## src/core_flags_pkg.sv

```systemverilog
// Constants for the core flags register and timer option register
package core_flags_pkg;
	// Avalon word indices; the byte address is four times the index
	localparam logic [10:0] FLAGS_IDX_BANK0 = 11'h003;
	localparam logic [10:0] FLAGS_IDX_BANK1 = 11'h083;
	localparam logic [10:0] FLAGS_IDX_BANK2 = 11'h103;
	localparam logic [10:0] FLAGS_IDX_BANK3 = 11'h183;
	localparam logic [10:0] OPTION_IDX_BANK1 = 11'h081;
	localparam logic [10:0] OPTION_IDX_BANK3 = 11'h181;
	// Field positions of the core flags register
	localparam int BIT_IND_BANK    = 7;
	localparam int BIT_RPH         = 6;
	localparam int BIT_RPL         = 5;
	localparam int BIT_TIMEOUT_N   = 4;
	localparam int BIT_POWERDOWN_N = 3;
	localparam int BIT_Z           = 2;
	localparam int BIT_NIB_CARRY   = 1;
	localparam int BIT_C           = 0;
	// Field positions of the timer option register
	localparam int OPT_PULLUP_N = 7;
	localparam int OPT_INT_EDGE = 6;
	localparam int OPT_TMR_SRC  = 5;
	localparam int OPT_TMR_EDGE = 4;
	localparam int OPT_PRESCALE_SEL = 3;
	// Reset values
	localparam logic [7:0] FLAGS_RESET  = 8'h18;
	localparam logic [7:0] OPTION_RESET = 8'hff;
	// Bank base addresses
	localparam logic [8:0] BANK0_BASE = 9'h000;
	localparam logic [8:0] BANK1_BASE = 9'h080;
	localparam logic [8:0] BANK2_BASE = 9'h100;
	localparam logic [8:0] BANK3_BASE = 9'h180;
	// Avalon answer for unmapped reads
	localparam logic [31:0] UNMAPPED_DATA = 32'h0000_0000;
	// Cycles from request to waitrequest low
	localparam int BUS_WAIT_CYCLES = 1;
endpackage

```

## src/flag_bit_cell.sv

```systemverilog
// One status flag cell where hardware update wins over software write
`timescale 1ns/100ps
`default_nettype none
module flag_bit_cell #(
	parameter logic RESET_VAL = 1'b0
) (
	input  wire logic core_clk,
	input  wire logic resetn,
	input  wire logic sw_we,
	input  wire logic sw_d,
	input  wire logic hw_we,
	input  wire logic hw_d,
	output logic      q_r
);
	// Hardware update takes priority over a same-cycle software write
	always_ff @(posedge core_clk) begin
		if (!resetn) begin
			q_r <= RESET_VAL;
		end else if (hw_we) begin
			q_r <= hw_d;
		end else if (sw_we) begin
			q_r <= sw_d;
		end
	end
endmodule // flag_bit_cell
`default_nettype wire

```

## src/core_flags_bank.sv

```systemverilog
// Core flags and bank select register with timer option register
//
// Notes on behaviour
// - One flags register answers at 03h, 83h, 103h and 183h in all banks.
// - Direct bank value 11 selects bank from 180h and 10 the 100h-17Fh bank.
// - Direct bank value 00 selects 00h-7Fh and 01 the bank from 80h.
// - The timer option register is readable and writable by software.
// - The timer runs undivided only when the prescaler goes to the watchdog.
// - ALU updates of zero, digit carry and carry override a data write.
// - Software writes never change the timeout and powerdown flags.
// - In subtraction carry and digit carry read one when no borrow occurred.
`timescale 1ns/100ps
`default_nettype none
module core_flags_bank (
	input  wire logic        core_clk,
	input  wire logic        resetn,
	// Avalon-MM slave
	input  wire logic [12:0] avs_address,
	input  wire logic        avs_read,
	input  wire logic        avs_write,
	input  wire logic [31:0] avs_writedata,
	input  wire logic [3:0]  avs_byteenable,
	output logic [31:0]      avs_readdata,
	output logic             avs_waitrequest,
	// ALU flag update from the execution logic
	input  wire logic        alu_flag_we,
	input  wire logic        alu_sub,
	input  wire logic        alu_zero,
	input  wire logic        alu_carry,
	input  wire logic        alu_digit_carry,
	// Watchdog and sleep events
	input  wire logic        watchdog_clear,
	input  wire logic        sleep_entry,
	input  wire logic        watchdog_timeout,
	// Bank and option outputs
	output logic [8:0]       direct_bank_base,
	output logic [8:0]       indirect_bank_base,
	output logic             timer_undivided,
	output logic             prescaler_to_watchdog,
	output logic [7:0]       option_out
);
	//----------------------------------------------------------------
	// Bus decode
	//----------------------------------------------------------------
	typedef enum logic [1:0] {BUS_IDLE, BUS_ACK} bus_state_t;
	bus_state_t bus_state_r;
	logic [10:0] word_idx;
	logic        hit_flags;
	logic        hit_option;
	logic        wr_flags;
	logic        wr_option;
	logic [7:0]  flags_q;
	logic [7:0]  option_r;
	logic [7:0]  wd;
	logic [2:0]  bank_sel_r;
	logic        timeout_n_r;
	logic        powerdown_n_r;
	logic        zero_q;
	logic        digit_carry_q;
	logic        carry_q;

	// Prescaler assignment bit as it comes out of reset
	localparam logic PRESCALE_INIT =
			core_flags_pkg::OPTION_RESET[core_flags_pkg::OPT_PRESCALE_SEL];

	// Register image built from its separately owned fields
	assign flags_q = {bank_sel_r, timeout_n_r, powerdown_n_r,
			zero_q, digit_carry_q, carry_q};

	// Word index from byte address
	assign word_idx = avs_address[12:2];
	assign wd       = avs_writedata[7:0];

	// One register seen in every bank
	assign hit_flags = (word_idx == core_flags_pkg::FLAGS_IDX_BANK0) ||
			(word_idx == core_flags_pkg::FLAGS_IDX_BANK1) ||
			(word_idx == core_flags_pkg::FLAGS_IDX_BANK2) ||
			(word_idx == core_flags_pkg::FLAGS_IDX_BANK3);
	assign hit_option = (word_idx == core_flags_pkg::OPTION_IDX_BANK1) ||
			(word_idx == core_flags_pkg::OPTION_IDX_BANK3);

	// Writes take effect on the edge that raises waitrequest again
	assign wr_flags  = avs_write && (bus_state_r == BUS_ACK) && hit_flags &&
			avs_byteenable[0];
	assign wr_option = avs_write && (bus_state_r == BUS_ACK) && hit_option &&
			avs_byteenable[0];

	//----------------------------------------------------------------
	// Bus handshake: one wait cycle, answer in the next
	//----------------------------------------------------------------
	always_ff @(posedge core_clk) begin
		if (!resetn) begin
			bus_state_r     <= BUS_IDLE;
			avs_waitrequest <= 1'b1;
		end else begin
			case (bus_state_r)
				BUS_IDLE: begin
					if (avs_read || avs_write) begin
						bus_state_r     <= BUS_ACK;
						avs_waitrequest <= 1'b0;
					end
				end
				BUS_ACK: begin
					bus_state_r     <= BUS_IDLE;
					avs_waitrequest <= 1'b1;
				end
				default: begin
					bus_state_r     <= BUS_IDLE;
					avs_waitrequest <= 1'b1;
				end
			endcase
		end
	end

	// Read data registered alongside waitrequest low
	always_ff @(posedge core_clk) begin
		if (!resetn) begin
			avs_readdata <= core_flags_pkg::UNMAPPED_DATA;
		end else if (bus_state_r == BUS_IDLE && avs_read) begin
			if (hit_flags) begin
				avs_readdata <= {24'h000000, flags_q};
			end else if (hit_option) begin
				avs_readdata <= {24'h000000, option_r};
			end else begin
				avs_readdata <= core_flags_pkg::UNMAPPED_DATA;
			end
		end
	end

	//----------------------------------------------------------------
	// Bank select bits, plain software fields
	//----------------------------------------------------------------
	always_ff @(posedge core_clk) begin
		if (!resetn) begin
			bank_sel_r <= core_flags_pkg::FLAGS_RESET[7:5];
		end else if (wr_flags) begin
			bank_sel_r <= wd[7:5];
		end
	end

	//----------------------------------------------------------------
	// Timeout and powerdown flags, hardware only
	//----------------------------------------------------------------
	always_ff @(posedge core_clk) begin
		if (!resetn) begin
			{timeout_n_r, powerdown_n_r} <= core_flags_pkg::FLAGS_RESET[4:3];
		end else if (watchdog_timeout) begin
			timeout_n_r   <= 1'b0;
		end else if (sleep_entry) begin
			timeout_n_r   <= 1'b1;
			powerdown_n_r <= 1'b0;
		end else if (watchdog_clear) begin
			timeout_n_r   <= 1'b1;
			powerdown_n_r <= 1'b1;
		end
	end

	//----------------------------------------------------------------
	// ALU flags; a subtract hands over borrows, stored as no-borrow
	//----------------------------------------------------------------
	logic carry_hw;
	logic digit_carry_hw;
	// Borrow polarity: a set flag after subtract means nothing borrowed
	assign carry_hw       = alu_sub ? !alu_carry : alu_carry;
	assign digit_carry_hw = alu_sub ? !alu_digit_carry :
			alu_digit_carry;

	flag_bit_cell #(
		.RESET_VAL (core_flags_pkg::FLAGS_RESET[core_flags_pkg::BIT_Z])
	) u_zero (
		.core_clk (core_clk),
		.resetn   (resetn),
		.sw_we    (wr_flags),
		.sw_d     (wd[core_flags_pkg::BIT_Z]),
		.hw_we    (alu_flag_we),
		.hw_d     (alu_zero),
		.q_r      (zero_q)
	);
	flag_bit_cell #(
		.RESET_VAL (core_flags_pkg::FLAGS_RESET[core_flags_pkg::BIT_NIB_CARRY])
	) u_digit (
		.core_clk (core_clk),
		.resetn   (resetn),
		.sw_we    (wr_flags),
		.sw_d     (wd[core_flags_pkg::BIT_NIB_CARRY]),
		.hw_we    (alu_flag_we),
		.hw_d     (digit_carry_hw),
		.q_r      (digit_carry_q)
	);
	flag_bit_cell #(
		.RESET_VAL (core_flags_pkg::FLAGS_RESET[core_flags_pkg::BIT_C])
	) u_carry (
		.core_clk (core_clk),
		.resetn   (resetn),
		.sw_we    (wr_flags),
		.sw_d     (wd[core_flags_pkg::BIT_C]),
		.hw_we    (alu_flag_we),
		.hw_d     (carry_hw),
		.q_r      (carry_q)
	);

	//----------------------------------------------------------------
	// Timer option register
	//----------------------------------------------------------------
	always_ff @(posedge core_clk) begin
		if (!resetn) begin
			option_r <= core_flags_pkg::OPTION_RESET;
		end else if (wr_option) begin
			option_r <= wd;
		end
	end

	//----------------------------------------------------------------
	// Bank base decode
	//----------------------------------------------------------------
	function automatic logic [8:0] bank_base(input logic [1:0] sel);
		case (sel)
			2'b00:   bank_base = core_flags_pkg::BANK0_BASE;
			2'b01:   bank_base = core_flags_pkg::BANK1_BASE;
			2'b10:   bank_base = core_flags_pkg::BANK2_BASE;
			default: bank_base = core_flags_pkg::BANK3_BASE;
		endcase
	endfunction

	// Registered bank and option outputs
	always_ff @(posedge core_clk) begin
		if (!resetn) begin
			direct_bank_base      <= core_flags_pkg::BANK0_BASE;
			indirect_bank_base    <= core_flags_pkg::BANK0_BASE;
			timer_undivided       <= PRESCALE_INIT;
			prescaler_to_watchdog <= PRESCALE_INIT;
			option_out            <= core_flags_pkg::OPTION_RESET;
		end else begin
			direct_bank_base <= bank_base(bank_sel_r[1:0]);
			indirect_bank_base <= bank_sel_r[2] ?
					core_flags_pkg::BANK2_BASE :
					core_flags_pkg::BANK0_BASE;
			timer_undivided <=
					option_r[core_flags_pkg::OPT_PRESCALE_SEL];
			prescaler_to_watchdog <=
					option_r[core_flags_pkg::OPT_PRESCALE_SEL];
			option_out <= option_r;
		end
	end
endmodule // core_flags_bank
`default_nettype wire

```

## config.mk

```make
export PLATFORM = sky130hd
export DESIGN_NAME = core_flags_bank
export DESIGN_NICKNAME = d
export VERILOG_FILES = /design/src/core_flags_pkg.sv /design/src/flag_bit_cell.sv /design/src/core_flags_bank.sv
export SDC_FILE = /design/constraint.sdc
export NUM_CORES = 1
export LEC_CHECK = 0
export BUFFER_PORTS_ARGS = -buffer_cell sky130_fd_sc_hd__buf_2
export CAP_MARGIN = 25
export CELL_PAD_IN_SITES_DETAIL_PLACEMENT = 0
export CELL_PAD_IN_SITES_GLOBAL_PLACEMENT = 1
export CORE_MARGIN = 2
export CORE_UTILIZATION = 25
export CTS_CLUSTER_SIZE = 14
export DETAILED_ROUTE_END_ITERATION = 8
export GPL_ROUTABILITY_DRIVEN = 1
export PLACE_DENSITY = 0.81
export SYNTH_ARGS = -nofsm -noshare
export SYNTH_HDL_FRONTEND = slang
export SYNTH_SLANG_ARGS = --single-unit
```

## constraint.sdc

```tcl
create_clock -name core_clk -period 2.2 [get_ports core_clk]
set_input_delay 0.44 -clock core_clk [delete_from_list [all_inputs] [get_ports core_clk]]
set_output_delay 0.44 -clock core_clk [all_outputs]
set_load 0.01 [all_outputs]
```

==> results.md <==
Clock tree:
- The clock sink count is 37.
- The count of hold buffers inserted by post-cts repair is 0.
- Once the clock tree was built, the resizer swapped 0 gates to a different size.
- The clock root buffer is clkbuf_8.
- After clock tree synthesis, the setup repair step added 0 buffers.
- The number of CTS-inserted buffers is 5.
- The clock insertion delay at the later pin of the skew report is 280 ps.
- TritonCTS built the clock tree.
- The deepest clock path buffer count is 2.
- The clock-pin slew of the registers on the worst-case setup and hold paths is 70 ps.
- The H-tree level count is 2.

Critical path:
- STA puts the critical path data required time at 2370 ps.
- The launch point of the worst reg-to-reg path is bus_state_r[0].
- The worst register-to-register path has a depth of 5.
- The worst setup path is of the in2reg kind.
- The signal arrival time at the worst endpoint is 1910 ps.
- The kind of launch point of the worst setup path is a primary input.
- Along the worst path, the maximum fanout reaches 8.
- The endpoint class of the critical path is a register.
- The worst register-to-register path ends at u_zero.q_r.
- In this run the worst setup path begins at avs_address[7].
- In this run the register-to-register setup slack is 800 ps.

Power and ir drop:
- The maximum vdd ir drop is 0.000202 V.
- The internal power of the cells totals 1.11 mW.
- The cell leakage power is 0.908 nW.
- The total power draw is 1.43 mW.
- The switching part of the total is 0.225.
- For this design the total switching power over the nets is 0.323 mW.
- The part of the total power dissipated in sequential elements is 0.488.
- The share of total power dissipated in the clock network is 0.417.
- Dividing total power by cell area gives a power density of 706 nW/um^2.
- Of the total power, combinational logic draws 0.095.

Yosys:
- The number of standard cells after synthesis is 187.
- The post-synthesis area per instance is 9.18 um^2.
- The number of synthesized register bits is 37.
- The number of different library cells used by synthesis comes to 27.
- The warning count from the yosys run is 0.
- The sequential area share after synthesis is 0.431.
- The summed instance area of the synthesized netlist is 1720 um^2.

Detailed routing:
- The detailed route wirelength on metal3 is 304 um.
- The number of search-and-repair iterations in the first detailed-routing pass is 4.
- Summing over every cut layer, the via total after detailed routing is 1,267.
- The remaining number of nets flagged by the antenna check after routing is 0.
- The ratio of routed vias to standard cells is 3.95.
- The total routed wirelength is 3.45 mm.
- The detailed router used layers up to and including met4.
- For this block, the initial DRC count from the detailed router was 35.
- For this run, design rule violations remaining after detail routing come to 0.
- In the detailed route, the total length drawn on met2 is 1.65 mm.
- The post-route met1 wirelength is 1.48 mm.
- The final routed wire length divided by cell count is 10.8 um.

Floorplan:
- In this run the standard cell core region covers 6720 um^2.
- The initial core utilization is 0.255.
- The die height is 86.9 um.
- 122 I/O pins were placed.
- Row generation in the floorplan step produced 30 rows.
- The floorplan step defined a die boundary enclosing 7550 um^2.
- From left edge to right edge, the die measures 86.9 um.

STA:
- The total negative slack is 0 ps.
- The number of max-slew violations in the final report is 0.
- The normalized max-slew margin is 0.624.
- The worst hold slack across all endpoints is 375 ps.
- The time the final worst path needs with I/O delays and setup is 1740 ps.
- The number of setup violations in the final report is 0.
- The highest clock rate is 0.576 GHz.
- In the finished design, the share of the clock period the worst path needs comes to 0.789.
- The final number of hold-violating endpoints came to 0.
- Clock skew on the completed layout was measured at 4.44 ps.
- Setup repair after global routing left no endpoint under its margin.
- At the pin with the least slew margin, the transition time is 564 ps.

Placed design:
- Port buffering added 52 buffers.
- Detailed placement ended at an HPWL of 2.63 mm.
- The number of placed instances with taps included is 313.
- At the end of routability-driven placement, the weighted congestion stood at 0.725.

GRT:
- The total global routing overflow is 0.
- The number of global-route vias before repair is 1,141.
- Entering global routing, the biggest net connects 37 pins.
- The wire length of the first global-routing pass is 5.37 mm.
- The number of antenna violations at the first check in global routing was 0.
- The overall global routing resource usage is 0.0936.

Cells and area:
- The area used by multi-input combinational logic is 776 um^2.
- The number of inserted filler cells in the final layout is 701.
- From synthesis to final layout, the design area changed by 18.3%.
- In the final design database the tool counted 301 nets.
- The share of cells above drive strength 1 is 0.311.
- The storage element area is 741 um^2.
- The final non-filler cell total is 321.
- The antenna diode count is 0.

Min path:
- The start point of the worst min-delay path is watchdog_timeout.
- The endpoint of the worst hold-timing path is timeout_n_r.
- The type of the worst min-delay path is in2reg.
- The cell depth of the worst min-delay path is 2.

Run status:
- The run finished with clean final reports.

Run:
- The number of maximum-capacitance violations is 0.
[cell type report]
type | count | area share
sequential | 37 | 0.365
clock buffer | 7 | 0.0425
clock inverter | 1 | 0.0148
timing repair buffer | 56 | 0.143
inverter | 2 | 0.00370
multi-input combinational | 138 | 0.382
tap | 80 | 0.0493
[cells in the final DEF (no fill, tap or decap), types with 2 or more instances in the layout]
cell type	Yosys	layout
a21boi_0	3	3
a21oi_1	4	4
a31oi_1	8	8
and2_1	3	3
buf_2	1	52
buf_4	41	4
clkbuf_8	0	6
conb_1	1	39
dfxtp_1	37	37
inv_1	2	2
mux2_2	8	8
mux2i_1	3	3
nand2_1	19	19
nand2b_1	18	18
nand3_1	3	3
nor2_1	4	4
nor2b_1	3	3
o21ai_0	13	13
xor2_1	2	2
[worst max path at each step]
stage / end / slack [ps]
after floorplan: option_r[0] / 200
after global placement: option_r[3] / 170
after detailed placement: option_r[5] / 160
after CTS: option_r[2] / 460
after global routing: avs_readdata[5] / 420
final: option_r[2] / 460
[cell usage after synthesis, drive strengths merged]
cell	n	area (um^2)
and3	1	6.26
inv	2	7.51
xor2	2	17.5
mux2	8	90.1
nand3	3	15.0
a21oi	4	20.0
nor3b	1	7.51
nor3	1	5.00
a31oi	8	50.1
nand4bb	1	11.3
mux2i	3	30.0
clkbuf	6	22.5
nand2	20	82.6
and2	3	18.8
or4	1	11.3
nand2b	18	113
buf	42	313
nor2b	3	18.8
a21boi	3	22.5
conb	1	3.75
dfxtp	37	741
o21ai	13	65.1
nor2	4	15.0
nor4	1	21.3
or3b	1	8.76
[registers in the layout (all words and copies together), names as in the netlist]
| signal | cells |
|---|---|
| avs_readdata | 8 |
| avs_waitrequest | 1 |
| bank_sel_r | 3 |
| bus_state_r | 1 |
| direct_bank_base | 2 |
| indirect_bank_base | 1 |
| option_out | 8 |
| option_r | 8 |
| powerdown_n_r | 1 |
| timeout_n_r | 1 |
| u_carry.q_r | 1 |
| u_digit.q_r | 1 |
| u_zero.q_r | 1 |
[power by group through the flow]
stage	combinational (mW)	clock, mW	sequential (mW)
after global routing	0.153	0.646	0.701
after CTS	0.136	0.618	0.699
after global placement	0.135	0	0.714
final	0.136	0.597	0.699
after detailed placement	0.136	0	0.715
after floorplan	0.127	0	0.719
[worst max-delay path, stage by stage]
cell     delay, ps
buf_2          100
or4_4          550
nor4_4         340
nand2_4        160
mux2_2         310
[metal layers]
metal  vias to the layer above  GRT usage
met5                         -          0
met4                         0     0.0384
met3                         4     0.0313
met2                        61      0.155
met1                       558      0.111
li1                        644          -
[logic make-up after synthesis]
kind of cell / after synthesis / share of synthesized area
AOI/OAI and AO/OA: 28 / 0.0918
xor gates and xnor gates: 2 / 0.0102
buffers and inverters: 50 / 0.200
DFF: 37 / 0.431
muxes: 11 / 0.0700
other: 1 / 0.00218
and+or+nand+nor: 58 / 0.195
[through the flow]
stage                     utilization  cell area, um^2  worst slack [ps]
after floorplan                     -             1860               201
after global placement          0.285             1910               175
after detailed placement        0.285             1910               161
after CTS                       0.302             2030               460
after global routing            0.302             2030               417
final                           0.302             2030               464
Note: power is estimated with default switching activity, not from simulation.
